`src/rtl/cod_pkg.sv`:
```
/*
 * cod_pkg: constants, enumerations and carrier structs of the opcode decoder.
 * Assumes the fetch unit and datapath of the core import this package too.
 */
package cod_pkg;

    // ************************************************************
    // register file map and flag fields
    // ************************************************************
    localparam logic [7:0] COD_FLAGS_ADDR  = 8'hD5;
    localparam logic [7:0] COD_FLAGS_RESET = 8'h00;
    localparam int         COD_FLAG_C      = 7;
    localparam int         COD_FLAG_Z      = 6;
    localparam int         COD_FLAG_S      = 5;
    localparam int         COD_FLAG_V      = 4;

    // ************************************************************
    // opcode fields and address limits
    // ************************************************************
    localparam int          COD_ROW_HI     = 7;
    localparam int          COD_ROW_LO     = 4;
    localparam int          COD_COL_HI     = 3;
    localparam int          COD_COL_LO     = 0;
    localparam logic [15:0] COD_ADDR13_MSK = 16'h1FFF;

    // ************************************************************
    // operations
    // ************************************************************
    typedef enum logic [5:0] {
        COD_OP_NONE, COD_OP_ADD, COD_OP_ADD_WITH_CARRY, COD_OP_SUBTRACT,
        COD_OP_SUBTRACT_WITH_BORROW, COD_OP_COMPARE, COD_OP_OR, COD_OP_AND,
        COD_OP_MASK_TEST_INVERTED, COD_OP_MASK_TEST, COD_OP_EXCLUSIVE_OR,
        COD_OP_SUBTRACT_ONE, COD_OP_ROTATE_LEFT_THRU_CARRY, COD_OP_ADD_ONE,
        COD_OP_POP, COD_OP_BITWISE_INVERT, COD_OP_PUSH, COD_OP_ROTATE_LEFT,
        COD_OP_ZERO_OUT, COD_OP_ROTATE_RIGHT_THRU_CARRY, COD_OP_ARITH_SHIFT_RIGHT,
        COD_OP_ROTATE_RIGHT, COD_OP_ABSOLUTE_JUMP, COD_OP_SHORT_BRANCH, COD_OP_LOAD,
        COD_OP_PROGRAM_MEMORY_LOAD, COD_OP_PROGRAM_MEMORY_LOAD_DECR,
        COD_OP_PROGRAM_MEMORY_LOAD_INCR, COD_OP_CALL, COD_OP_IDLE_ENTRY,
        COD_OP_STOP_ENTRY, COD_OP_INTERRUPT_MASK_OFF, COD_OP_INTERRUPT_MASK_ON,
        COD_OP_RETURN, COD_OP_INTERRUPT_RETURN, COD_OP_CARRY_CLEAR_OP,
        COD_OP_CARRY_SET_OP, COD_OP_CARRY_TOGGLE_OP, COD_OP_NO_OPERATION
    } cod_op_t;

    // ************************************************************
    // operand address classes
    // ************************************************************
    typedef enum logic [3:0] {
        COD_AM_NONE, COD_AM_WORK_REG, COD_AM_INDIRECT_WORK_REG, COD_AM_REG,
        COD_AM_POINTER_VIA_REGISTER_FILE, COD_AM_PAIR, COD_AM_WORKING_COUPLE,
        COD_AM_INDEXED, COD_AM_SHORT_OFFSET_INDEXED, COD_AM_LONG_OFFSET_INDEXED,
        COD_AM_ABSOLUTE_PROGRAM_TARGET, COD_AM_RELATIVE_BRANCH_OFFSET,
        COD_AM_LITERAL_BYTE_OPERAND
    } cod_am_t;

    // ************************************************************
    // carriers
    // ************************************************************
    typedef struct packed {
        logic        valid;
        logic [7:0]  opcode;
        logic [7:0]  operand1;
        logic [7:0]  operand2;
        logic [15:0] next_pc;
    } cod_fetch_t;

    typedef struct packed {
        logic        valid;
        cod_op_t     op;
        cod_am_t     dst_mode;
        cod_am_t     src_mode;
        logic [3:0]  work_reg;
        logic [3:0]  branch_condition_field;
        logic        cond_true;
        logic        invalid;
        logic        bad_pair;
        logic [15:0] target;
        logic [7:0]  literal_byte_operand;
    } cod_dec_t;

    typedef struct packed {
        logic       sel;
        logic       wr;
        logic [7:0] addr;
        logic [7:0] wdata;
    } cod_reg_req_t;

endpackage : cod_pkg

```
`src/rtl/cod_decoder.sv`:
```
/*
 * cod_decoder: first opcode byte decoder with the cpu condition flag register.
 * Assumes the fetch unit presents the opcode with its operand bytes and the
 * address of the next instruction in one cycle, and that the datapath reads
 * the decoded word one cycle later.
 */
`timescale 1ns/1ps

module cod_decoder (
    // clock and reset
    input  wire logic           clk,
    input  wire logic           arst_n,
    // fetch side
    input  wire cod_pkg::cod_fetch_t   fetch,
    // datapath flag update
    input  wire logic           flag_upd,
    input  wire logic [7:0]     flag_val,
    // register file access
    input  wire cod_pkg::cod_reg_req_t reg_req,
    output logic [7:0]          reg_rdata,
    output logic                reg_hit,
    // decoded instruction and flags
    output cod_pkg::cod_dec_t   dec,
    output logic [7:0]          flags
);
    import cod_pkg::*;

    // ************************************************************
    // state
    // ************************************************************
    typedef struct packed {
        cod_dec_t   dec;
        logic [7:0] flags;
        logic [7:0] rdata;
        logic       hit;
    } cod_state_t;

    cod_state_t state;
    cod_state_t next_state;

    // condition test on the four testable flags
    function automatic logic cod_cond(input logic [3:0] cc, input logic [7:0] f);
        logic c;
        logic z;
        logic s;
        logic v;
        logic t;
        c = f[COD_FLAG_C];
        z = f[COD_FLAG_Z];
        s = f[COD_FLAG_S];
        v = f[COD_FLAG_V];
        case (cc[2:0])
            3'h0:    t = 1'b0;
            3'h1:    t = s ^ v;
            3'h2:    t = z | (s ^ v);
            3'h3:    t = c | z;
            3'h4:    t = v;
            3'h5:    t = s;
            3'h6:    t = z;
            3'h7:    t = c;
            default: t = 1'b0;
        endcase
        return cc[3] ? ~t : t;
    endfunction : cod_cond

    // ************************************************************
    // decode
    // ************************************************************
    logic [3:0] row;
    logic [3:0] col;
    assign row = fetch.opcode[COD_ROW_HI:COD_ROW_LO];
    assign col = fetch.opcode[COD_COL_HI:COD_COL_LO];

    // one pass over the map; unmatched cells fall through to invalid
    always_comb
    begin
        cod_dec_t d;
        d = '0;
        d.valid = fetch.valid;
        d.op = COD_OP_NONE;
        d.dst_mode = COD_AM_NONE;
        d.src_mode = COD_AM_NONE;
        d.work_reg = row;
        d.branch_condition_field = row;
        d.cond_true = 1'b1;
        d.literal_byte_operand = fetch.operand1;
        d.target = '0;
        if (col >= 4'h2 && col <= 4'h6 && row != 4'h8 && row != 4'h9 && row < 4'hC)
        begin
            // two operand alu rows share the five forms
            case (row)
                4'h0: d.op = COD_OP_ADD;
                4'h1: d.op = COD_OP_ADD_WITH_CARRY;
                4'h2: d.op = COD_OP_SUBTRACT;
                4'h3: d.op = COD_OP_SUBTRACT_WITH_BORROW;
                4'hA: d.op = COD_OP_COMPARE;
                4'h4: d.op = COD_OP_OR;
                4'h5: d.op = COD_OP_AND;
                4'h6: d.op = COD_OP_MASK_TEST_INVERTED;
                4'h7: d.op = COD_OP_MASK_TEST;
                default: d.op = COD_OP_EXCLUSIVE_OR;
            endcase
            case (col)
                4'h2: {d.dst_mode, d.src_mode} = {COD_AM_WORK_REG, COD_AM_WORK_REG};
                4'h3: {d.dst_mode, d.src_mode} = {COD_AM_WORK_REG, COD_AM_INDIRECT_WORK_REG};
                4'h4: {d.dst_mode, d.src_mode} = {COD_AM_REG, COD_AM_REG};
                4'h5: {d.dst_mode, d.src_mode} = {COD_AM_REG, COD_AM_POINTER_VIA_REGISTER_FILE};
                default: {d.dst_mode, d.src_mode} = {COD_AM_REG, COD_AM_LITERAL_BYTE_OPERAND};
            endcase
        end
        else if (col == 4'h0 || col == 4'h1)
        begin
            d.dst_mode = col[0] ? COD_AM_POINTER_VIA_REGISTER_FILE : COD_AM_REG;
            case (row)
                4'h0: d.op = COD_OP_SUBTRACT_ONE;
                4'h1: d.op = COD_OP_ROTATE_LEFT_THRU_CARRY;
                4'h2: d.op = COD_OP_ADD_ONE;
                4'h5: d.op = COD_OP_POP;
                4'h6: d.op = COD_OP_BITWISE_INVERT;
                4'h7: d.op = COD_OP_PUSH;
                4'h9: d.op = COD_OP_ROTATE_LEFT;
                4'hB: d.op = COD_OP_ZERO_OUT;
                4'hC: d.op = COD_OP_ROTATE_RIGHT_THRU_CARRY;
                4'hD: d.op = COD_OP_ARITH_SHIFT_RIGHT;
                4'hE: d.op = COD_OP_ROTATE_RIGHT;
                4'h3: if (!col[0])
                      begin
                          d.op = COD_OP_ABSOLUTE_JUMP;
                          d.dst_mode = COD_AM_PAIR;
                      end
                default: d.op = COD_OP_NONE;
            endcase
            if (d.op == COD_OP_PUSH)
            begin
                // push names its operand as a source
                d.src_mode = d.dst_mode;
                d.dst_mode = COD_AM_NONE;
            end
            if (d.op == COD_OP_NONE)
                d.dst_mode = COD_AM_NONE;
        end
        else
        begin
            case (col)
                4'h8: {d.op, d.dst_mode, d.src_mode} = {COD_OP_LOAD, COD_AM_WORK_REG, COD_AM_REG};
                4'h9: {d.op, d.dst_mode, d.src_mode} = {COD_OP_LOAD, COD_AM_REG, COD_AM_WORK_REG};
                4'hC: {d.op, d.dst_mode, d.src_mode} =
                      {COD_OP_LOAD, COD_AM_WORK_REG, COD_AM_LITERAL_BYTE_OPERAND};
                4'hB:
                begin
                    d.op = COD_OP_SHORT_BRANCH;
                    d.src_mode = COD_AM_RELATIVE_BRANCH_OFFSET;
                    d.cond_true = cod_cond(row, state.flags);
                    d.target = fetch.next_pc + {{8{fetch.operand1[7]}}, fetch.operand1};
                end
                4'hD:
                begin
                    d.op = COD_OP_ABSOLUTE_JUMP;
                    d.src_mode = COD_AM_ABSOLUTE_PROGRAM_TARGET;
                    d.cond_true = cod_cond(row, state.flags);
                    d.target = {fetch.operand1, fetch.operand2} & COD_ADDR13_MSK;
                end
                4'hE: {d.op, d.dst_mode} = {COD_OP_ADD_ONE, COD_AM_WORK_REG};
                4'hF:
                    case (row)
                        4'h6: d.op = COD_OP_IDLE_ENTRY;
                        4'h7: d.op = COD_OP_STOP_ENTRY;
                        4'h8: d.op = COD_OP_INTERRUPT_MASK_OFF;
                        4'h9: d.op = COD_OP_INTERRUPT_MASK_ON;
                        4'hA: d.op = COD_OP_RETURN;
                        4'hB: d.op = COD_OP_INTERRUPT_RETURN;
                        4'hC: d.op = COD_OP_CARRY_CLEAR_OP;
                        4'hD: d.op = COD_OP_CARRY_SET_OP;
                        4'hE: d.op = COD_OP_CARRY_TOGGLE_OP;
                        4'hF: d.op = COD_OP_NO_OPERATION;
                        default: d.op = COD_OP_NONE;
                    endcase
                4'h7:
                    case (row)
                        4'h8: {d.op, d.dst_mode, d.src_mode} =
                              {COD_OP_LOAD, COD_AM_WORK_REG, COD_AM_INDEXED};
                        4'h9: {d.op, d.dst_mode, d.src_mode} =
                              {COD_OP_LOAD, COD_AM_INDEXED, COD_AM_WORK_REG};
                        4'hA: {d.op, d.dst_mode, d.src_mode} = {COD_OP_PROGRAM_MEMORY_LOAD,
                              COD_AM_WORK_REG, COD_AM_LONG_OFFSET_INDEXED};
                        4'hB: {d.op, d.dst_mode, d.src_mode} = {COD_OP_PROGRAM_MEMORY_LOAD,
                              COD_AM_LONG_OFFSET_INDEXED, COD_AM_WORK_REG};
                        4'hC: {d.op, d.dst_mode, d.src_mode} =
                              {COD_OP_LOAD, COD_AM_WORK_REG, COD_AM_INDIRECT_WORK_REG};
                        4'hD: {d.op, d.dst_mode, d.src_mode} =
                              {COD_OP_LOAD, COD_AM_INDIRECT_WORK_REG, COD_AM_WORK_REG};
                        4'hE: {d.op, d.dst_mode, d.src_mode} = {COD_OP_PROGRAM_MEMORY_LOAD,
                              COD_AM_WORK_REG, COD_AM_SHORT_OFFSET_INDEXED};
                        4'hF: {d.op, d.dst_mode, d.src_mode} = {COD_OP_PROGRAM_MEMORY_LOAD,
                              COD_AM_SHORT_OFFSET_INDEXED, COD_AM_WORK_REG};
                        default: d.op = COD_OP_NONE;
                    endcase
                default:
                    case (fetch.opcode)
                        8'hE2: {d.op, d.dst_mode, d.src_mode} = {COD_OP_PROGRAM_MEMORY_LOAD_DECR,
                               COD_AM_WORK_REG, COD_AM_WORKING_COUPLE};
                        8'hE3: {d.op, d.dst_mode, d.src_mode} = {COD_OP_PROGRAM_MEMORY_LOAD_INCR,
                               COD_AM_WORK_REG, COD_AM_WORKING_COUPLE};
                        8'hE4: {d.op, d.dst_mode, d.src_mode} =
                               {COD_OP_LOAD, COD_AM_REG, COD_AM_REG};
                        8'hE5: {d.op, d.dst_mode, d.src_mode} =
                               {COD_OP_LOAD, COD_AM_REG, COD_AM_POINTER_VIA_REGISTER_FILE};
                        8'hE6: {d.op, d.dst_mode, d.src_mode} =
                               {COD_OP_LOAD, COD_AM_REG, COD_AM_LITERAL_BYTE_OPERAND};
                        8'hC3: {d.op, d.dst_mode, d.src_mode} = {COD_OP_PROGRAM_MEMORY_LOAD,
                               COD_AM_WORK_REG, COD_AM_WORKING_COUPLE};
                        8'hD3: {d.op, d.dst_mode, d.src_mode} = {COD_OP_PROGRAM_MEMORY_LOAD,
                               COD_AM_WORKING_COUPLE, COD_AM_WORK_REG};
                        8'hD6: {d.op, d.dst_mode, d.src_mode} = {COD_OP_LOAD,
                               COD_AM_POINTER_VIA_REGISTER_FILE, COD_AM_LITERAL_BYTE_OPERAND};
                        8'hF4: {d.op, d.dst_mode} = {COD_OP_CALL, COD_AM_PAIR};
                        8'hF5: {d.op, d.dst_mode, d.src_mode} = {COD_OP_LOAD,
                               COD_AM_POINTER_VIA_REGISTER_FILE, COD_AM_REG};
                        8'hF6:
                        begin
                            d.op = COD_OP_CALL;
                            d.dst_mode = COD_AM_ABSOLUTE_PROGRAM_TARGET;
                            d.target = {fetch.operand1, fetch.operand2} & COD_ADDR13_MSK;
                        end
                        default: d.op = COD_OP_NONE;
                    endcase
            endcase
        end
        // pair operands: register pair in operand1, working couple in a nibble
        if (d.dst_mode == COD_AM_PAIR)
            d.bad_pair = fetch.operand1[0];
        else if (d.dst_mode == COD_AM_WORKING_COUPLE)
            d.bad_pair = fetch.operand1[COD_ROW_LO];
        else if (d.src_mode == COD_AM_WORKING_COUPLE || d.src_mode == COD_AM_LONG_OFFSET_INDEXED
                 || d.src_mode == COD_AM_SHORT_OFFSET_INDEXED
                 || d.dst_mode == COD_AM_LONG_OFFSET_INDEXED
                 || d.dst_mode == COD_AM_SHORT_OFFSET_INDEXED)
            d.bad_pair = fetch.operand1[COD_COL_LO];
        d.invalid = fetch.valid && (d.op == COD_OP_NONE || d.bad_pair);
        if (!fetch.valid)
            d = '0;

        next_state = state;
        next_state.dec = d;
        next_state.hit = reg_req.sel && (reg_req.addr == COD_FLAGS_ADDR);
        next_state.rdata = next_state.hit ? state.flags : 8'h00;
        // software write wins over a datapath update in the same cycle
        if (next_state.hit && reg_req.wr)
            next_state.flags = reg_req.wdata;
        else if (flag_upd)
            next_state.flags = flag_val;
    end

    // ************************************************************
    // registers
    // ************************************************************
    always_ff @(posedge clk or negedge arst_n)
    begin
        if (!arst_n)
        begin
            state <= '0;
            state.flags <= COD_FLAGS_RESET;
        end
        else
            state <= next_state;
    end

    assign dec = state.dec;
    assign flags = state.flags;
    assign reg_rdata = state.rdata;
    assign reg_hit = state.hit;
endmodule : cod_decoder

```
`config.mk`:
```
export PLATFORM = sky130hd
export DESIGN_NAME = cod_decoder
export DESIGN_NICKNAME = d
export VERILOG_FILES = /design/src/rtl/cod_pkg.sv /design/src/rtl/cod_decoder.sv
export SDC_FILE = /design/constraint.sdc
export NUM_CORES = 1
export LEC_CHECK = 0
export BUFFER_PORTS_ARGS = -buffer_cell sky130_fd_sc_hd__buf_4
export CAP_MARGIN = 20
export CORE_UTILIZATION = 31
export CTS_CLUSTER_SIZE = 28
export DETAILED_ROUTE_END_ITERATION = 7
export GPL_TIMING_DRIVEN = 0
export HOLD_SLACK_MARGIN = 0.05
export PLACE_DENSITY_LB_ADDON = 0.15
export SYNTH_ARGS = -nofsm -noshare
export SYNTH_HDL_FRONTEND = slang
export SYNTH_SLANG_ARGS = --single-unit
```
`constraint.sdc`:
```
create_clock -name clk -period 1.9 [get_ports clk]
set_input_delay 0.285 -clock clk [delete_from_list [all_inputs] [get_ports clk]]
set_output_delay 0.285 -clock clk [all_outputs]
set_load 0.03 [all_outputs]
```
==> flow_metrics.env <==
export IMPL_critPathCaptureType="flop"
export IMPL_yosysSeqAreaShare=0.349
export IMPL_areaGrowthSynthToFinish_pct=51.3
export IMPL_clock_sinks=63
export IMPL_drive_gt1_frac=0.410
export IMPL_violations="setup timing"
export IMPL_drt_wl_total_mm=16.8
export IMPL_start_util=0.322
export IMPL_first_pass_iters=5
export IMPL_rsz0062_at_grt="true"
export IMPL_synth_mux_area_fraction=0.0202
export IMPL_setup_ws_ns=-0.482
export IMPL_grt_overflow=0
export IMPL_period_needed_ns=2.38
export IMPL_grt_pass1_wl_mm=25.3
export IMPL_die_area_um2=15100
export IMPL_yosysUniqueCellTypes=84
export IMPL_slew_headroom=0.455
export IMPL_h_tree_depth=3
export IMPL_clock_skew_ns=0.00510
export IMPL_antenna_found_initial=0
export IMPL_grt_start_max_net_pins=64
export IMPL_gp_congestion=0.946
export IMPL_synth_avg_cell_area_um2=8.67
export IMPL_yosys_most_used_dff="dfrtp_1"
export IMPL_power_switching_mw=1.43
export IMPL_intPower_mw=3.12
export IMPL_ys_warn_count=0
export IMPL_synth_simple_gate_area_share=0.230
export IMPL_crit_required_ns=2.16
export IMPL_power_density_nw_per_um2=664
export IMPL_fin_cells=883
export IMPL_leakagePower_nw=3.09
export IMPL_arrival_ns=2.65
export IMPL_drc=0
export IMPL_synth_edff_count=0
export IMPL_fmax_mhz=420
export IMPL_die_x_um=123
export IMPL_p_sw_frac=0.314
export IMPL_syn_inst=521
export IMPL_clk_pin_slew_ns=0.05
export IMPL_period_share=1.25
export IMPL_cts_root_buf="clkbuf_16"
export IMPL_grtUsageTotal=0.222
export IMPL_reg2reg_from="flags[5]$_DFFE_PN0P_"
export IMPL_cts_buffers=9
export IMPL_cts_buffer_depth=2
export IMPL_synth_nets=612
export IMPL_tightest_slew_ns=0.818
export IMPL_clkPwrFrac=0.363
export IMPL_post_place_cells=836
export IMPL_peakVddDrop_mv=0.402
export IMPL_status="finished with violations"
export IMPL_syn_cell_area_um2=4520
export IMPL_path_max_fanout=4
export IMPL_seq_power_share=0.318
export IMPL_grt_pass1_vias=4605
export IMPL_avgViaCountPerCell=5.45
export IMPL_initialDrtViolationCount=470
export IMPL_synth_xor_area_share=0.0310
export IMPL_utilization=0.487
export IMPL_layout_commonest_cell="buf_4"
export IMPL_route_vias_total=4809
export IMPL_startpoint="fetch[37]"
export IMPL_synth_seq_cells=63
export IMPL_diodes=0
export IMPL_ys_async_sr_fraction=1.00
export IMPL_pwr_share_comb=0.319
export IMPL_detail_route_antenna_nets=0
export IMPL_rows=43
export IMPL_synth_fa_ha_area_frac=0.0598
export IMPL_coreArea_um2=14000
export IMPL_hold_path_class="in2async"
export IMPL_nets=790
export IMPL_path_class="in2reg"
export IMPL_clock_latency_ns=0.33
export IMPL_mostFrequentLayoutCells="165 x buf_4, 63 x dfrtp_1, 45 x nor2_1"
export IMPL_io_buffers=135
export IMPL_hold_viol_final=0
export IMPL_critPathLaunchType="primary input"
export IMPL_die_h_um=123
export IMPL_cts_tree="yes"
export IMPL_final_setup_viol_count=10
export IMPL_cap_violations=0
export IMPL_ioPinCount=137
export IMPL_routedWlPerCell_um=19.0
export IMPL_hpwl_mm=12.3
export IMPL_finalSetupTns_ns=-1.93
export IMPL_final_max_slew_violation_count=0
export IMPL_synth_top_family_by_area="compound AO/OA/AOI/OAI gates"
export IMPL_synth_compound_area_frac=0.253
[stage by stage]
stage / hold slack, ns / power, mW / setup WS (ns) / cell area [um^2]
after detailed placement: 0.406 / 2.69 / -1.15 / 5870
after CTS: 0.0578 / 4.50 / -0.430 / 6620
after global placement: 0.404 / 2.69 / -1.29 / 5870
after floorplan: -0.0106 / 2.22 / -0.421 / 4630
final: 0.0425 / 4.54 / -0.482 / 6840
after global routing: 0.0525 / 4.75 / -0.530 / 6840
[path summary, 6_finish.rpt]
| path | end | slack [ns] | cells after the start |
|---|---|---|---|
| min reg2reg | reg_rdata[0]$_DFF_PN0_ | 0.52 | 1 |
| max reg2reg | dec[26]$_DFF_PN0_ | 0.32 | 5 |
| max | dec[25]$_DFF_PN0_ | -0.48 | 14 |
| min in group clk | dec[49]$_DFF_PN0_ | 0.07 | 1 |
| min | reg_hit$_DFF_PN0_ | 0.04 | 1 |
| max in group asynchronous | dec[41]$_DFF_PN0_ | 1.31 | 1 |
[cell type report]
class	count	area [um^2]
Buffer	42	273
Clock inverter	3	42.5
Timing Repair Buffer	167	1310
Tap cell	180	225
Clock buffer	12	256
Multi-Input combinational cell	403	3100
Inverter	13	55.1
Sequential cell	63	1580
Fill cell	1356	7200
[critical path, stage by stage]
cell        delay (ns)
buf_8             0.09
clkinvlp_4        0.13
ha_4              0.22
buf_6             0.12
nor2_4            0.13
buf_6             0.13
a21oi_4           0.05
nor4_4            0.28
buf_6             0.17
nand2b_4          0.13
o211ai_1          0.13
or4b_1            0.55
and3_4            0.17
nand3_2           0.05
[state kept, by name (all words and copies together) (netlist names)]
| register | cells |
|---|---|
| dec | 46 |
| flags | 8 |
| reg_rdata | 8 |
| reg_hit | 1 |
[power by group through the flow]
| stage | Combinational [mW] | Clock [mW] | Sequential (mW) |
|---|---|---|---|
| floorplan | 0.635 | 0 | 1.58 |
| global placement | 1.23 | 0 | 1.46 |
| detailed placement | 1.23 | 0 | 1.47 |
| CTS | 1.37 | 1.68 | 1.44 |
| global route | 1.55 | 1.75 | 1.45 |
| finish | 1.45 | 1.65 | 1.44 |
[synthesized netlist by cell type, types with 5 or more instances]
library cell,instances,area share
dfrtp_1,63,0.35
ha_1,20,0.055
a22oi_1,12,0.020
buf_2,12,0.013
inv_1,12,0.010
and2_1,28,0.039
nor2b_1,9,0.012
a31oi_1,8,0.011
nor3_1,10,0.011
nand3b_1,5,0.0083
mux2i_1,8,0.018
nand2_1,37,0.031
nand2b_1,8,0.011
o21ai_0,28,0.031
a21oi_1,47,0.052
xnor2_1,12,0.023
clkbuf_1,17,0.014
buf_4,8,0.013
nor2_1,47,0.039
or3_1,6,0.0083
nand4_1,7,0.0097
nand3_1,15,0.017
[per-layer routing]
layer / GRT usage / vias up / share of wire
met4: 0.0625 / 0 / 0.012
met3: 0.0595 / 16 / 0.079
met1: 0.297 / 2325 / 0.44
met2: 0.351 / 221 / 0.47
li1: - / 2247 / -
met5: 0 / - / 0
[repair_timing]
item / 4_1_cts / 5_1_grt
hold buffers: 0 / 0
endpoints found under the setup margin: 39 / 33
setup buffers: 24 / 11
pin swaps: 16 / 15
resized for setup: 66 / 41
[kinds of logic (layout without fill, tap and decap cells)]
family / count (synthesis) / after routing
xor+xnor: 16 / 16
simple gates: 195 / 195
fa+ha+maj: 21 / 21
buf+inv: 55 / 237
mux: 9 / 9
compound gates: 162 / 162
flops: 63 / 63
Power figures use the tool's default switching activity.
